--- src/inc/fnd_defines.vh ---
/*
 * Constants for the negative multiply-subtract, logic and lock-wait
 * decoder: opcodes, sub-opcodes, formats, cause bit positions, masks.
 * Assumes inclusion by the decoder module only; holds definitions only.
 */
`ifndef FND_DEFINES_VH
`define FND_DEFINES_VH

// =====================================================================
// Instruction encodings
// =====================================================================
`define FND_OP_SPECIAL    6'h00      // Register-class major opcode
`define FND_OP_FPX        6'h13      // fp_extended_opcode major opcode
`define FND_OP_IMM_OR     6'h0d      // immediate_disjunction opcode
`define FND_SUB_NEGMUL    3'h7       // Sub-opcode in bits 5..3
`define FND_FN_SHIFT      6'h00      // shift_left_logical function
`define FND_FN_NOR        6'h27      // NOR function code
`define FND_FN_OR         6'h25      // OR function code
`define FND_PAUSE_SHAMT   5'h05      // Shift amount marking lock-wait
`define FND_WORD_ZERO     32'h00000000 // no_operation word
`define FND_FIELD15_ZERO  15'h0000   // Zero register fields of lock-wait
`define FND_SHAMT_ZERO    5'h00      // Zero shift-amount field
`define FND_IMM_PAD       16'h0000   // Zero extension of immediate

// =====================================================================
// Operand formats (bits 2..0)
// =====================================================================
`define FND_FMT_S         3'h0       // Single
`define FND_FMT_D         3'h1       // Double
`define FND_FMT_PS        3'h6       // Paired single

// =====================================================================
// Cause bits: E V Z O U I
// =====================================================================
`define FND_CAUSE_E       5          // Unimplemented operation
`define FND_CAUSE_W       6          // Cause width
`define FND_FLAG_W        5          // Sticky flag width
`define FND_CAUSE_ZERO    6'h00      // No cause raised
`define FND_FLAGS_RST     5'h00      // Flags after reset

// =====================================================================
// Arithmetic requests and lane masks
// =====================================================================
`define FND_FPU_MUL       1'b0       // Multiply request
`define FND_FPU_SUB       1'b1       // Subtract request
`define FND_SIGN_S        32'h80000000 // Sign of a single lane
`define FND_SIGN_D        64'h8000000000000000 // Sign of a double
`define FND_LANE_PAD      32'h00000000 // Upper pad of a single lane

`endif

--- src/logic/fnd_decode.v ---
/*
 * Decode and execute for negative multiply-subtract (scalar, paired),
 * no_operation, NOR, OR, immediate_disjunction and the lock-wait hint.
 * Assumes a same-clock pipeline, combinational register file reads and
 * an external floating multiply/subtract unit with a req/ack handshake.
 */
// Operation
// - Decode negative multiply-subtract opcode and fields
// - Multiply, round, subtract addend, round, negate
// - Match separate multiply, subtract, negate results
// - Paired form runs both halves, ORs causes
// - OR causes into sticky flags when untrapped
// - Paired defined only on 64-bit unit, mode one
// - Raise unusable, reserved and floating exceptions
// - Absent under release six, scalar and paired otherwise
// - All-zero word does nothing, raises nothing
// - NOR of two sources to destination
// - OR of two sources to destination
// - Zero-extended immediate OR into second field
// - Lock-wait decoded from shift with amount five
// - Single-thread stall until flag clear or event
// - Multi-thread deschedule until flag reads zero
// - Foreign store to lock clears reservation flag
// - Unimplemented lock-wait acts as no_operation
// - Release six lock-wait in slot is reserved
// - Linked load sets the reservation flag
`timescale 1ns/10ps
`include "fnd_defines.vh"

module fnd_decode (
  input  wire        clk_i,                // Core clock, 10 MHz
  input  wire        reset_n_i,            // Asynchronous reset, active low
  input  wire        instr_valid_i,        // Instruction word offered
  input  wire [31:0] instr_i,              // Instruction word
  input  wire        in_delay_slot_i,      // Word sits in a delay/forbidden slot
  output wire        ready_o,              // Instruction taken this cycle if valid
  output reg         done_o,               // Instruction retired, one cycle
  output reg         except_ri_o,          // Reserved instruction, one cycle
  output reg         except_cpu_o,         // Coprocessor unusable, one cycle
  output reg         except_fpe_o,         // Floating exception taken, one cycle
  output reg         unclaimed_o,          // Word not of this group, one cycle
  input  wire        release6_i,           // Core conforms to release six
  input  wire        fpu_present_i,        // Floating unit present
  input  wire        fpu64_i,              // Floating unit is 64-bit
  input  wire        fp_reg_width_mode_i,  // Register width mode bit
  input  wire        cop1_usable_i,        // Floating coprocessor enabled
  input  wire        pause_impl_i,         // Lock-wait stall implemented
  input  wire        multithread_i,        // Core is multi-threaded
  input  wire        external_event_i,     // Interrupt or other wake event
  input  wire        linked_load_i,        // A linked_load executed
  input  wire        lock_store_i,         // Other stream stored to lock
  output reg         link_reservation_flag_o, // Reservation flag state
  output wire        issue_stall_o,        // Single-thread issue stalled
  output wire        thread_deschedule_o,  // Thread descheduled
  output wire [4:0]  src_gpr_a_o,          // First source register number
  output wire [4:0]  src_gpr_b_o,          // Second source register number
  input  wire [31:0] gpr_a_data_i,         // First source value
  input  wire [31:0] gpr_b_data_i,         // Second source value
  output reg         gpr_we_o,             // general_register write strobe
  output reg  [4:0]  gpr_waddr_o,          // Destination register number
  output reg  [31:0] gpr_wdata_o,          // Destination value
  output wire [4:0]  addend_reg_o,         // Addend float_register number
  output wire [4:0]  multiplier_reg_o,     // Multiplier float_register number
  output wire [4:0]  multiplicand_reg_o,   // Multiplicand float_register number
  input  wire [63:0] addend_data_i,        // Addend value
  input  wire [63:0] multiplier_data_i,    // Multiplier value
  input  wire [63:0] multiplicand_data_i,  // Multiplicand value
  output reg         fpr_we_o,             // float_register write strobe
  output reg  [4:0]  fpr_waddr_o,          // dest_fp_reg number
  output reg  [63:0] fpr_wdata_o,          // Result value
  output wire        fpu_req_o,            // Arithmetic request
  output wire        fpu_op_o,             // 0 multiply, 1 subtract
  output reg         fpu_double_o,         // Double precision request
  output reg  [63:0] fpu_a_o,              // First operand
  output reg  [63:0] fpu_b_o,              // Second operand
  input  wire        fpu_ack_i,            // Result and cause valid
  input  wire [63:0] fpu_result_i,         // Rounded result
  input  wire [5:0]  fpu_cause_i,          // Cause bits E V Z O U I
  input  wire [4:0]  fp_enables_i,         // Trap enables V Z O U I
  input  wire        flags_wr_i,           // Software writes sticky flags
  input  wire [4:0]  flags_wdata_i,        // Flag value written
  output reg  [4:0]  fp_flags_o,           // Sticky flags of fp_control_status
  output reg  [5:0]  fp_cause_o            // Cause of the last operation
);

  // ===================================================================
  // Helper functions
  // ===================================================================
  // Selects a 32-bit lane in paired mode, the whole word otherwise
  function [63:0] fnd_lane;
    input [63:0] v;
    input        ps;
    input        upper;
    begin
      if (ps) begin
        fnd_lane = {`FND_LANE_PAD, (upper ? v[63:32] : v[31:0])};
      end else begin
        fnd_lane = v;
      end
    end
  endfunction

  // True when a cause must trap instead of completing
  function fnd_traps;
    input [5:0] cause;
    input [4:0] en;
    begin
      fnd_traps = cause[`FND_CAUSE_E] | (|(cause[4:0] & en));
    end
  endfunction

  // ===================================================================
  // Decode
  // ===================================================================
  wire [5:0] opcode   = instr_i[31:26];     // Major opcode
  wire [5:0] funct    = instr_i[5:0];       // Function code
  wire [4:0] shamt    = instr_i[10:6];      // Shift amount field
  wire [2:0] fmt      = instr_i[2:0];       // operand_format
  wire       fmt_ps   = (fmt == `FND_FMT_PS); // Paired single
  wire       fmt_ok   = (fmt == `FND_FMT_S) | (fmt == `FND_FMT_D) | fmt_ps;
  wire       dec_fmuls = (opcode == `FND_OP_FPX) &
                         (instr_i[5:3] == `FND_SUB_NEGMUL);
  wire       dec_zero  = (instr_i == `FND_WORD_ZERO);
  wire       dec_pause = (opcode == `FND_OP_SPECIAL) &
                         (instr_i[25:11] == `FND_FIELD15_ZERO) &
                         (shamt == `FND_PAUSE_SHAMT) &
                         (funct == `FND_FN_SHIFT);
  wire       special_r = (opcode == `FND_OP_SPECIAL) & (shamt == `FND_SHAMT_ZERO);
  wire       dec_nor   = special_r & (funct == `FND_FN_NOR);
  wire       dec_or    = special_r & (funct == `FND_FN_OR);
  wire       dec_immor = (opcode == `FND_OP_IMM_OR);

  assign src_gpr_a_o        = instr_i[25:21];
  assign src_gpr_b_o        = instr_i[20:16];
  assign addend_reg_o       = instr_i[25:21];
  assign multiplier_reg_o   = instr_i[20:16];
  assign multiplicand_reg_o = instr_i[15:11];

  // ===================================================================
  // State
  // ===================================================================
  reg  [1:0]  state;        // Sequencer state
  localparam ST_IDLE = 2'h0, ST_MUL = 2'h1, ST_SUB = 2'h2, ST_PAUSE = 2'h3; // State codes
  reg         ps_q;         // Paired operation in flight
  reg         half;         // 0 lower lane, 1 upper lane
  reg  [4:0]  dest_q;       // dest_fp_reg captured
  reg  [63:0] addend_q;     // Addend captured
  reg  [63:0] mult_q;       // Multiplier captured
  reg  [63:0] mcand_q;      // Multiplicand captured
  reg  [63:0] result_q;     // Result being assembled
  reg  [5:0]  cause_acc;    // Causes of this instruction so far

  wire take     = instr_valid_i & (state == ST_IDLE); // Word accepted
  wire fpu_done = fpu_ack_i & ((state == ST_MUL) | (state == ST_SUB));
  wire [5:0] cause_all = cause_acc | fpu_cause_i;
  wire trap     = fpu_done & fnd_traps(fpu_cause_i, fp_enables_i);
  wire last     = (state == ST_SUB) & fpu_ack_i & ~trap & (~ps_q | half);
  wire pause_end = ~link_reservation_flag_o |
                   (~multithread_i & external_event_i);

  assign ready_o             = (state == ST_IDLE);
  assign fpu_req_o           = (state == ST_MUL) | (state == ST_SUB);
  assign fpu_op_o            = (state == ST_SUB) ? `FND_FPU_SUB : `FND_FPU_MUL;
  assign issue_stall_o       = (state == ST_PAUSE) & ~multithread_i;
  assign thread_deschedule_o = (state == ST_PAUSE) & multithread_i;

  // Negated difference of the current lane, sign bit inverted
  wire [63:0] neg_lane = fpu_double_o ? (fpu_result_i ^ `FND_SIGN_D) :
                         {fpu_result_i[63:32], fpu_result_i[31:0] ^ `FND_SIGN_S};

  // ===================================================================
  // Reservation flag: a linked load sets it, a foreign store clears it
  // ===================================================================
  always @(posedge clk_i or negedge reset_n_i) begin
    if (!reset_n_i) begin
      link_reservation_flag_o <= 1'b0;
    end else if (linked_load_i) begin
      link_reservation_flag_o <= 1'b1;
    end else if (lock_store_i) begin
      link_reservation_flag_o <= 1'b0;
    end
  end

  // ===================================================================
  // Sticky flags: completed causes are ORed in, set beats a write
  // ===================================================================
  always @(posedge clk_i or negedge reset_n_i) begin
    if (!reset_n_i) begin
      fp_flags_o <= `FND_FLAGS_RST;
    end else begin
      fp_flags_o <= (flags_wr_i ? flags_wdata_i : fp_flags_o) |
                    (last ? cause_all[4:0] : `FND_FLAGS_RST);
    end
  end

  // ===================================================================
  // Sequencer
  // ===================================================================
  always @(posedge clk_i or negedge reset_n_i) begin
    if (!reset_n_i) begin
      state        <= ST_IDLE;
      ps_q         <= 1'b0;
      half         <= 1'b0;
      dest_q       <= 5'h00;
      addend_q     <= 64'h0000000000000000;
      mult_q       <= 64'h0000000000000000;
      mcand_q      <= 64'h0000000000000000;
      result_q     <= 64'h0000000000000000;
      cause_acc    <= `FND_CAUSE_ZERO;
      fpu_double_o <= 1'b0;
      fpu_a_o      <= 64'h0000000000000000;
      fpu_b_o      <= 64'h0000000000000000;
      done_o       <= 1'b0;
      except_ri_o  <= 1'b0;
      except_cpu_o <= 1'b0;
      except_fpe_o <= 1'b0;
      unclaimed_o  <= 1'b0;
      gpr_we_o     <= 1'b0;
      gpr_waddr_o  <= 5'h00;
      gpr_wdata_o  <= 32'h00000000;
      fpr_we_o     <= 1'b0;
      fpr_waddr_o  <= 5'h00;
      fpr_wdata_o  <= 64'h0000000000000000;
      fp_cause_o   <= `FND_CAUSE_ZERO;
    end else begin
      // Pulses default low each cycle
      done_o       <= 1'b0;
      except_ri_o  <= 1'b0;
      except_cpu_o <= 1'b0;
      except_fpe_o <= 1'b0;
      unclaimed_o  <= 1'b0;
      gpr_we_o     <= 1'b0;
      fpr_we_o     <= 1'b0;
      case (state)
        ST_IDLE: begin
          if (take) begin
            if (dec_fmuls) begin
              if (release6_i | ~fpu_present_i | ~fmt_ok) begin
                except_ri_o <= 1'b1;
              end else if (~cop1_usable_i) begin
                except_cpu_o <= 1'b1;
              end else if (fmt_ps & ~(fpu64_i & fp_reg_width_mode_i)) begin
                except_ri_o <= 1'b1;
              end else begin
                // Capture operands, issue the lower or only multiply
                state        <= ST_MUL;
                ps_q         <= fmt_ps;
                half         <= 1'b0;
                dest_q       <= instr_i[10:6];
                addend_q     <= addend_data_i;
                mult_q       <= multiplier_data_i;
                mcand_q      <= multiplicand_data_i;
                cause_acc    <= `FND_CAUSE_ZERO;
                fpu_double_o <= (fmt == `FND_FMT_D);
                fpu_a_o      <= fnd_lane(multiplicand_data_i, fmt_ps, 1'b0);
                fpu_b_o      <= fnd_lane(multiplier_data_i, fmt_ps, 1'b0);
              end
            end else if (dec_pause) begin
              if (release6_i & in_delay_slot_i) begin
                except_ri_o <= 1'b1;
              end else if (pause_impl_i & link_reservation_flag_o) begin
                state <= ST_PAUSE;
              end else begin
                done_o <= 1'b1;
              end
            end else if (dec_zero) begin
              done_o <= 1'b1;
            end else if (dec_nor | dec_or) begin
              gpr_we_o    <= 1'b1;
              gpr_waddr_o <= instr_i[15:11];
              gpr_wdata_o <= dec_nor ? ~(gpr_a_data_i | gpr_b_data_i) :
                                       (gpr_a_data_i | gpr_b_data_i);
              done_o      <= 1'b1;
            end else if (dec_immor) begin
              gpr_we_o    <= 1'b1;
              gpr_waddr_o <= instr_i[20:16];
              gpr_wdata_o <= gpr_a_data_i | {`FND_IMM_PAD, instr_i[15:0]};
              done_o      <= 1'b1;
            end else begin
              unclaimed_o <= 1'b1;
            end
          end
        end
        ST_MUL: begin
          if (fpu_ack_i) begin
            cause_acc <= cause_all;
            if (trap) begin
              // Multiply traps on its own, as a separate one would
              except_fpe_o <= 1'b1;
              fp_cause_o   <= cause_all;
              state        <= ST_IDLE;
            end else begin
              fpu_a_o <= fpu_result_i;
              fpu_b_o <= fnd_lane(addend_q, ps_q, half);
              state   <= ST_SUB;
            end
          end
        end
        ST_SUB: begin
          if (fpu_ack_i) begin
            cause_acc <= cause_all;
            if (trap) begin
              except_fpe_o <= 1'b1;
              fp_cause_o   <= cause_all;
              state        <= ST_IDLE;
            end else if (ps_q & ~half) begin
              // Lower lane stored, run the upper lane
              result_q[31:0] <= neg_lane[31:0];
              half    <= 1'b1;
              fpu_a_o <= fnd_lane(mcand_q, 1'b1, 1'b1);
              fpu_b_o <= fnd_lane(mult_q, 1'b1, 1'b1);
              state   <= ST_MUL;
            end else begin
              fpr_we_o    <= 1'b1;
              fpr_waddr_o <= dest_q;
              fpr_wdata_o <= ps_q ? {neg_lane[31:0], result_q[31:0]} : neg_lane;
              fp_cause_o  <= cause_all;
              done_o      <= 1'b1;
              state       <= ST_IDLE;
            end
          end
        end
        ST_PAUSE: begin
          if (pause_end) begin
            done_o <= 1'b1;
            state  <= ST_IDLE;
          end
        end
        default: begin
          state <= ST_IDLE;
        end
      endcase
    end
  end

endmodule

--- config.mk ---
export PLATFORM = sky130hd
export DESIGN_NAME = fnd_decode
export DESIGN_NICKNAME = d
export VERILOG_FILES = /design/src/logic/fnd_decode.v
export VERILOG_INCLUDE_DIRS = /design/src /design/src/inc
export SDC_FILE = /design/constraint.sdc
export NUM_CORES = 1
export LEC_CHECK = 0
export BUFFER_PORTS_ARGS = -buffer_cell sky130_fd_sc_hd__buf_2
export CAP_MARGIN = 0
export CELL_PAD_IN_SITES_DETAIL_PLACEMENT = 0
export CELL_PAD_IN_SITES_GLOBAL_PLACEMENT = 2
export CORE_AREA = 2 2 259 261
export DETAILED_ROUTE_END_ITERATION = 6
export DIE_AREA = 0 0 261 263
export GPL_ROUTABILITY_DRIVEN = 0
export GPL_TIMING_DRIVEN = 0
export PLACE_DENSITY_LB_ADDON = 0.1
export SYNTH_ARGS = -nofsm -noshare
export SYNTH_HDL_FRONTEND = slang
export SYNTH_SLANG_ARGS = --single-unit
--- constraint.sdc ---
create_clock -name clk_i -period 6.1 [get_ports clk_i]
set_input_delay 0 -clock clk_i [delete_from_list [all_inputs] [get_ports clk_i]]
set_output_delay 0 -clock clk_i [all_outputs]
set_load 0.02 [all_outputs]
==> results of run 1 <==
-- metrics by stage --
step | cells | setup WS [ps] | area (um2)
2_1_floorplan | 1998 | 3600 | 21000
3_3_place_gp | 3527 | -4370 | 25400
3_5_place_dp | 3532 | 2300 | 25500
4_1_cts | 4033 | 2280 | 31300
5_1_grt | 4041 | 2180 | 31300
6_report | 4042 | 2500 | 31300
-- layer usage --
layer,up-vias,wire length [um]
met3,126,4810
met5,-,32
li1,9171,-
met4,6,2170
met1,9699,38600
met2,560,44500
-- cells by family after synthesis --
logic type               after synthesis  synth area share, %
AND/OR/NAND/NOR                      673                 13.2
XOR/XNOR                              18                0.752
multiplexers                         307                 18.0
buffers and inverters                220                 5.39
adder cells (fa/ha/maj)                5                0.298
AO/OA/AOI/OAI                        346                 11.1
flip-flops                           429                 51.2
-- flip-flops by register name, summed over array words and instances (netlist names), 2 cells and up --
name,flops
addend_q,64
cause_acc,6
dest_q,5
fp_cause_o,6
fp_flags_o,5
fpr_waddr_o,5
fpr_wdata_o,64
fpu_a_o,64
fpu_b_o,64
gpr_waddr_o,5
gpr_wdata_o,32
mcand_q,32
mult_q,32
result_q,32
state,2
-- placed cells by master, fill, tap and decap left out, drive strengths merged, types with 6 or more instances in the layout --
cell	n
a21oi	41
a22o	70
a22oi	35
a31oi	19
buf	728
clkbuf	201
clkinv	8
dfrtp	429
diode	9
dlygate4sd3	402
inv	51
mux2	197
mux2i	110
nand2	498
nand3	41
nand4	19
nor2	76
nor4	6
o211ai	17
o21ai	104
o221ai	32
o22ai	16
xor2	13
-- tightest hold or removal path, stage by stage --
cell and delay (ps):
clkbuf_1 180, and3b_1 290, nand2_1 90, nand2_1 40
-- how the worst max path moves through the flow --
stage / start / end / slack, ps
6_report: state[0]$_DFFE_PN0P_ / fp_cause_o[1]$_DFFE_PN0P_ / 2500
5_1_grt: state[0]$_DFFE_PN0P_ / fp_cause_o[4]$_DFFE_PN0P_ / 2180
4_1_cts: state[0]$_DFFE_PN0P_ / fp_cause_o[0]$_DFFE_PN0P_ / 2280
3_5_place_dp: state[0]$_DFFE_PN0P_ / fp_cause_o[0]$_DFFE_PN0P_ / 2300
3_3_place_gp: reset_n_i / addend_q[48]$_DFFE_PN0P_ / -4370
2_1_floorplan: state[0]$_DFFE_PN0P_ / result_q[22]$_DFFE_PN0P_ / 3600
-- power groups by stage --
stage / clock network (mW) / registers [mW] / logic (mW)
5_1_grt: 3.37 / 4.03 / 6.66
6_report: 3.18 / 3.96 / 6.26
3_3_place_gp: 0 / 3.98 / 6.02
4_1_cts: 3.24 / 3.96 / 6.33
2_1_floorplan: 0 / 4.75 / 3.11
3_5_place_dp: 0 / 4.00 / 6.06
-- what timing repair did --
item | CTS | global route
hold buffers | 403 | 0
endpoints found under the hold margin | 632 | 0
gates resized for setup | 0 | 0
-- layout make-up --
cell class	count	area [um2]	share of cell area (%)
Clock buffer	89	1660	5.31
Clock inverter	9	81.3	0.260
Buffer	169	938	2.99
Multi-Input combinational cell	1349	9110	29.1
Inverter	51	191	0.611
Tap cell	864	1080	3.45
Antenna cell	9	22.5	0.0719
Timing Repair Buffer	1073	7510	24.0
Sequential cell	429	10700	34.3
==> results.md, run 1 <==
- Worst Reg2Reg Path Length in Cells: 7
- Syn_nets: 2387
- Power consumption: ~13 mW
- Slew headroom: between 20% and 30%
- Initial antenna violation count: 12
- Clock sinks: 429
- Routing usage on met3: roughly 4.6%
- Synth top area cells: dfrtp_1, nand2_1, mux2_4
- CP delay by family, top: buffers and inverters
- Post-CTS Setup Bufs: 0
- Share of the synthesized area in the top cell type: 51.2%
- Internal reg-to-reg setup slack: 2500 ps
- Worst Path Max Fanout: 10
- Vias per cell: 4.84
- Fin crit period: 3600 ps
- Final hold viol count: 0
- Avg Inst Size Synth: between 10 and 15 um2
- CP endpoint kind: register
- Clk_lat worst skew: 610 ps
- Post-synthesis sequential area ratio: between 50% and 60%
- Logic gate share of total power: 46.7%
- Final core occ: 47.7%
- Fill cells: between 6000 and 7000
- CTS max path bufs: 3
- Num ports: 668
- Final Max Slew Viols: 0
- FF-to-FF End: fp_cause_o[1]$_DFFE_PN0P_
- Synth area leader: dfrtp_1
- Starting Density: 31.9%
- Die area: between 60000 and 70000 um2
- Chip height: 263 um
- CP max stage delay: approximately 730 ps
- RSZ-0062 raised after global routing: false
- FP Rows: 94
- HP Start: instr_i[1]
- Grt peak-use layer: met2
- WP depth: 7
- Hold WS: 53.7 ps
- Crit Path Class: reg -> reg
- CTS tree: yes
- Distinct cells, synth: between 50 and 60
- Ys flop type: dfrtp_1
- First-pass GRT wire length: 133 mm
- Sequential group share of total power: 29.6%
- Inserted Clock Buffers: 52
- Number of synthesis warnings: 0
- Max-cap violations: 0
- Arrival time worst endpoint: approximately 4100 ps
- Fin crit share: 59.0%
- Synth Register Bits: 429
- Count leader, synth: nand2_1
- Critical path launch point type: register
- Clock-pin transition on the worst setup and hold timing paths: 60 ps
- CP dominant cell by count: clkbuf_1
- F_max: 0.278 GHz
- Port Buffer Count: around 670
- Overall Global Routing Usage: between 20% and 30%
- 1st-iter DRT viols: 1062
- Routed wire length: roughly 90 mm
- Clock tree root driver cell: clkbuf_16
- Crit path buf inv count: 4
- Worst Skew: 15.3 ps
- DRC viols: 0
- Proportion of layout cells with a drive suffix above 1: 31.6%
- Clock power frac: 23.7%
- Min-delay worst type: in -> reg
- Area grow syn2layout: 49.4%
- Grt met2 use: 44.4%
- Worst vdd ir: 0.000238 V
- WHS Path Cells: 4
- Core ar.: around 66000 um2
- Nets: 3514
- Final setup TNS: 0 ps
- Mapped cell area: 21000 um2
- Critical path's slowest cell: clkbuf_1
- Hold EP: ps_q$_DFFE_PN0P_
- Status: finished clean
- HPWL Detailed: 66.6 mm
- Vias in the first global route: about 21000
- Post-Synthesis Cells: roughly 2000
- Synth cell count leaders: nand2_1, dfrtp_1, mux2_4
- Routed length per instance: 22.3 um
- Remaining antenna violation count after routing: 0
- Switching share of power: 38.9%
- Leak Pwr: 16.0 nW
- Post-synth EDFFs: 0
- Setup violators final: 0
- M1 GR Usage: 32.6%
- Critical path cell sequence: inv_1, ha_1, clkbuf_1, clkbuf_1, clkbuf_1, o21ai_1, mux2i_1
- P_int: 8.19 mW
- Data required, critical path: between 6000 and 7000 ps
- Congestion Overflow GR: 0
- Power per cell area: 428 nW/um2
- Launch point of the worst reg-to-reg path: state[0]$_DFFE_PN0P_
- DRT Pass-1 Iters: 5
- P_sw: 5.21 mW
- Die width: 261 um
- Synth async-reset ratio: between 90% and 100%
- Vias after detailed routing: 19600
- H-Tree Depth: 2
- Worst Tran Pin Value: roughly 1100 ps
- Largest net degree at the start of global routing: 110
No activity file was read; power rests on OpenSTA's default activity.
==> inputs of run 2 (changes only) <==
- ABC_AREA: default -> 1
- CORE_AREA: 2 2 259 261 -> default
- CORE_MARGIN: default -> 2
- CORE_UTILIZATION: default -> 29
- DIE_AREA: 0 0 261 263 -> default
- clock period: 6.1 -> 3.5 ns (I/O delays scaled with it)
==> results.md, run 2 <==
- DP Area: 25800 um2 (was 25500 um2)
- Data required, critical path: 4040 ps (was 6550 ps)
- Fin crit period: 3170 ps (was 3600 ps)
- CP endpoint kind: register (unchanged)
- Critical path's slowest cell: dlygate4sd3_1 (was clkbuf_1)
- DRT Pass-1 Iters: 5 (unchanged)
- Cell count after placement: 4260 (was 3532)
- Routed length per instance: 21.9 um (was 22.3 um)
- Internal reg-to-reg setup slack: 330 ps (was 2500 ps)
- Distinct cells, synth: 38 (was 57)
- Hold WS: 65.4 ps (was 53.7 ps)
- Syn_nets: 3029 (was 2387)
- Proportion of layout cells with a drive suffix above 1: 22.7% (was 31.6%)
- Largest net degree at the start of global routing: 106 (was 110)
- P_sw: 9.97 mW (was 5.21 mW)
- CP max stage delay: 580 ps (was 730 ps)
- Commonest cells after routing, fill and taps aside: nand2_1, buf_2, dlygate4sd3_1, dfrtp_1, inv_1 (was buf_2, nand2_1, dfrtp_1, dlygate4sd3_1, clkbuf_1)
- Vias per cell: 4.88 (was 4.84)
- RSZ-0062 raised after global routing: false (unchanged)
- P_int: 12.8 mW (was 8.19 mW)
- Slew headroom: 32.3% (was 25.6%)
- FF-to-FF End: fpr_wdata_o[60]$_DFFE_PN0P_ (was fp_cause_o[1]$_DFFE_PN0P_)
- Clock tree root driver cell: clkbuf_16 (unchanged)
- Worst Path Max Fanout: 10 (unchanged)
- Worst vdd ir: 0.000439 V (was 0.000238 V)
- 1st-iter DRT viols: 1745 (was 1062)
- Sequential group share of total power: 30.9% (was 29.6%)
- Launch point of the worst reg-to-reg path: state[0]$_DFFE_PN0P_ (unchanged)
- Power per cell area: 712 nW/um2 (was 428 nW/um2)
- Num ports: 668 (unchanged)
- Commonest non-fill, non-tap cell in the layout: nand2_1 (was buf_2)
- DRC viols: 0 (unchanged)
- Clk_lat worst skew: 610 ps (about the same)
- Ys flop type: dfrtp_1 (unchanged)
- Mapped cell area: 21100 um2 (was 21000 um2)
- CTS max path bufs: 3 (unchanged)
- Crit Path Class: reg -> reg (unchanged)
- Min-delay worst type: in -> reg (unchanged)
- Count leader, synth: nand2_1 (unchanged)
- Synth area leader: dfrtp_1 (unchanged)
- Overall Global Routing Usage: 27.4% (was 25.7%)
- Setup violators final: 0 (unchanged)
- Worst Reg2Reg Path Length in Cells: 13 (was 7)
- Dpl ws: 242 ps (was 2300 ps)
- HP Start: instr_i[29] (was instr_i[1])
- Fin crit share: 90.6% (was 59.0%)
- Routed wire length: 105 mm (was 90.0 mm)
- Remaining antenna violation count after routing: 0 (unchanged)
- Crit path capture: fpr_wdata_o[60]$_DFFE_PN0P_ (was fp_cause_o[1]$_DFFE_PN0P_)
- Logic gate share of total power: 44.2% (was 46.7%)
- Fin area: 32000 um2 (was 31300 um2)
- Avg Inst Size Synth: 8.01 um2 (was 10.5 um2)
- First-pass GRT wire length: 154 mm (was 133 mm)
- Die area: 75100 um2 (was 68600 um2)
- Number of synthesis warnings: 0 (unchanged)
- Max-cap violations: 0 (unchanged)
- Status: finished clean (unchanged)
- Initial antenna violation count: 9 (was 12)
- Post-Layout Cell Count: 4798 (was 4042)
- Synth top area cells: dfrtp_1, nand2_1, o21ai_0 (was dfrtp_1, nand2_1, mux2_4)
- Clock sinks: 429 (unchanged)
- Chip height: 274 um (was 263 um)
- Setup WS post-layout: 331 ps (was 2500 ps)
- Core ar.: 71900 um2 (was 65600 um2)
- Worst Skew: 19.8 ps (was 15.3 ps)
- Worst Tran Pin Value: 1020 ps (was 1120 ps)
- Congestion Overflow GR: 0 (unchanged)
- CTS tree: yes (unchanged)
- H-Tree Depth: 2 (unchanged)
- Inserted Clock Buffers: 53 (was 52)
- Clock-pin transition on the worst setup and hold timing paths: 60 ps (about the same)
- Post-synthesis sequential area ratio: 50.8% (was 51.2%)
- HPWL Detailed: 79.1 mm (was 66.6 mm)
- Critical path launch point type: register (unchanged)
- F_max: 0.316 GHz (was 0.278 GHz)
- Final hold viol count: 0 (unchanged)
- Synth cell count leaders: nand2_1, dfrtp_1, inv_1 (was nand2_1, dfrtp_1, mux2_4)
- Post-synth EDFFs: 0 (unchanged)
- Fill cells: 7514 (was 6390)
- FP Rows: 98 (was 94)
- Final Max Slew Viols: 0 (unchanged)
- Port Buffer Count: 666 (was 665)
- Switching share of power: 43.8% (was 38.9%)
- Share of the synthesized area in the top cell type: 50.8% (was 51.2%)
- Vias in the first global route: 24000 (was 20900)
- Leak Pwr: 16.7 nW (was 16.0 nW)
- Area grow syn2layout: 51.2% (was 49.4%)
- Synth async-reset ratio: 100% (unchanged)
- Critical path cell sequence: inv_1, ha_1, nand2_1, inv_1, nand2_1, nand3b_1, buf_2, inv_1, buf_2, buf_2, o211ai_1, dlygate4sd3_1, nand2_1 (was inv_1, ha_1, clkbuf_1, clkbuf_1, clkbuf_1, o21ai_1, mux2i_1)
- Clock power frac: 25.0% (was 23.7%)
- Arrival time worst endpoint: 3700 ps (was 4050 ps)
- Post-Synthesis Cells: 2640 (was 1998)
- Die width: 274 um (was 261 um)
- Starting Density: 29.4% (was 31.9%)
- Setup crit start: state[0]$_DFFE_PN0P_ (unchanged)
- Synth Register Bits: 429 (unchanged)
- Vias after detailed routing: 23400 (was 19600)
- Nets: 4191 (was 3514)
## run 2: cell types whose count changed after synthesis, moves of 51 or more
cell,change
nand2_1,+373
inv_1,+196
o21ai_0,+133
mux2_4,-120
nand4_1,+115
mux2i_1,-105
nand3_1,+78
mux2_2,-77
a22o_1,-70
o211ai_1,+64
o21ai_1,+51
## run 2: how the worst min path moves through the flow
stage	end	slack (ps)	depth (start not counted)
6_report	state[0]$_DFFE_PN0P_	70	7
5_1_grt	state[1]$_DFFE_PN0P_	90	6
4_1_cts	state[0]$_DFFE_PN0P_	30	7
3_5_place_dp	fpr_wdata_o[19]$_DFFE_PN0P_	-120	1
3_3_place_gp	link_reservation_flag_o$_DFFE_PN0P_	190	2
2_1_floorplan	addend_q[0]$_DFFE_PN0P_	-300	0
## run 2: metal layers
metal,up-vias,wire [um],GRT usage (%)
li1,11000,-,-
met1,11400,44500,35.4
met2,817,51800,47.9
met3,134,6020,3.85
met4,10,2570,6.78
met5,-,69,0
## run 2: power by group through the flow
stage / Clock, mW / Sequential [mW] / Combinational, mW
floorplan: 0 / 8.19 / 4.37
global placement: 0 / 7.07 / 9.60
detailed placement: 0 / 7.08 / 9.70
CTS: 5.82 / 7.01 / 10.1
global route: 6.01 / 7.15 / 11.0
finish: 5.68 / 7.03 / 10.0
## run 2: timing repair
action / 4_1_cts / 5_1_grt
buffers inserted: 0 / 0
setup endpoints to repair: 0 / 9
hold buffers: 438 / 0
hold endpoints to repair: 654 / 0
gates resized for setup: 0 / 5
## run 2: layout make-up
class	instances	area [um2]	area share, %
buffer	216	1090	3.42
antenna	6	15.0	0.0470
timing repair buffer	1108	7850	24.5
clock buffer	83	1630	5.10
multi-input combinational	1744	8370	26.2
clock inverter	12	153	0.477
tap	950	1190	3.72
sequential	429	10700	33.6
inverter	250	941	2.94
## run 2: per-stage QoR
stage | setup TNS [ps] | power [mW] | util (%)
2_1_floorplan | 0 | 12.6 | -
3_3_place_gp | -2935840 | 16.7 | 35.7
3_5_place_dp | 0 | 16.8 | 35.9
4_1_cts | 0 | 23.0 | 44.5
5_1_grt | 0 | 24.1 | 44.5
6_report | 0 | 22.8 | 44.5
## run 2: cells by family after synthesis
group / Yosys count / share of synthesized area (%)
fa+ha+maj: 5 / 0.296
buf+inv: 467 / 9.62
flops: 429 / 50.8
simple gates: 1219 / 24.3
compound gates: 498 / 14.1
xor+xnor: 17 / 0.704
mux: 5 / 0.237
## run 2: critical path, delay by kind of cell, from the launching register on
kind                       cells  cell delay, ps
DFF                            1             420
adders and majority gates      1             380
and+or+nand+nor                4             430
buffers and inverters          7            1700
AOI/OAI and AO/OA              1             140
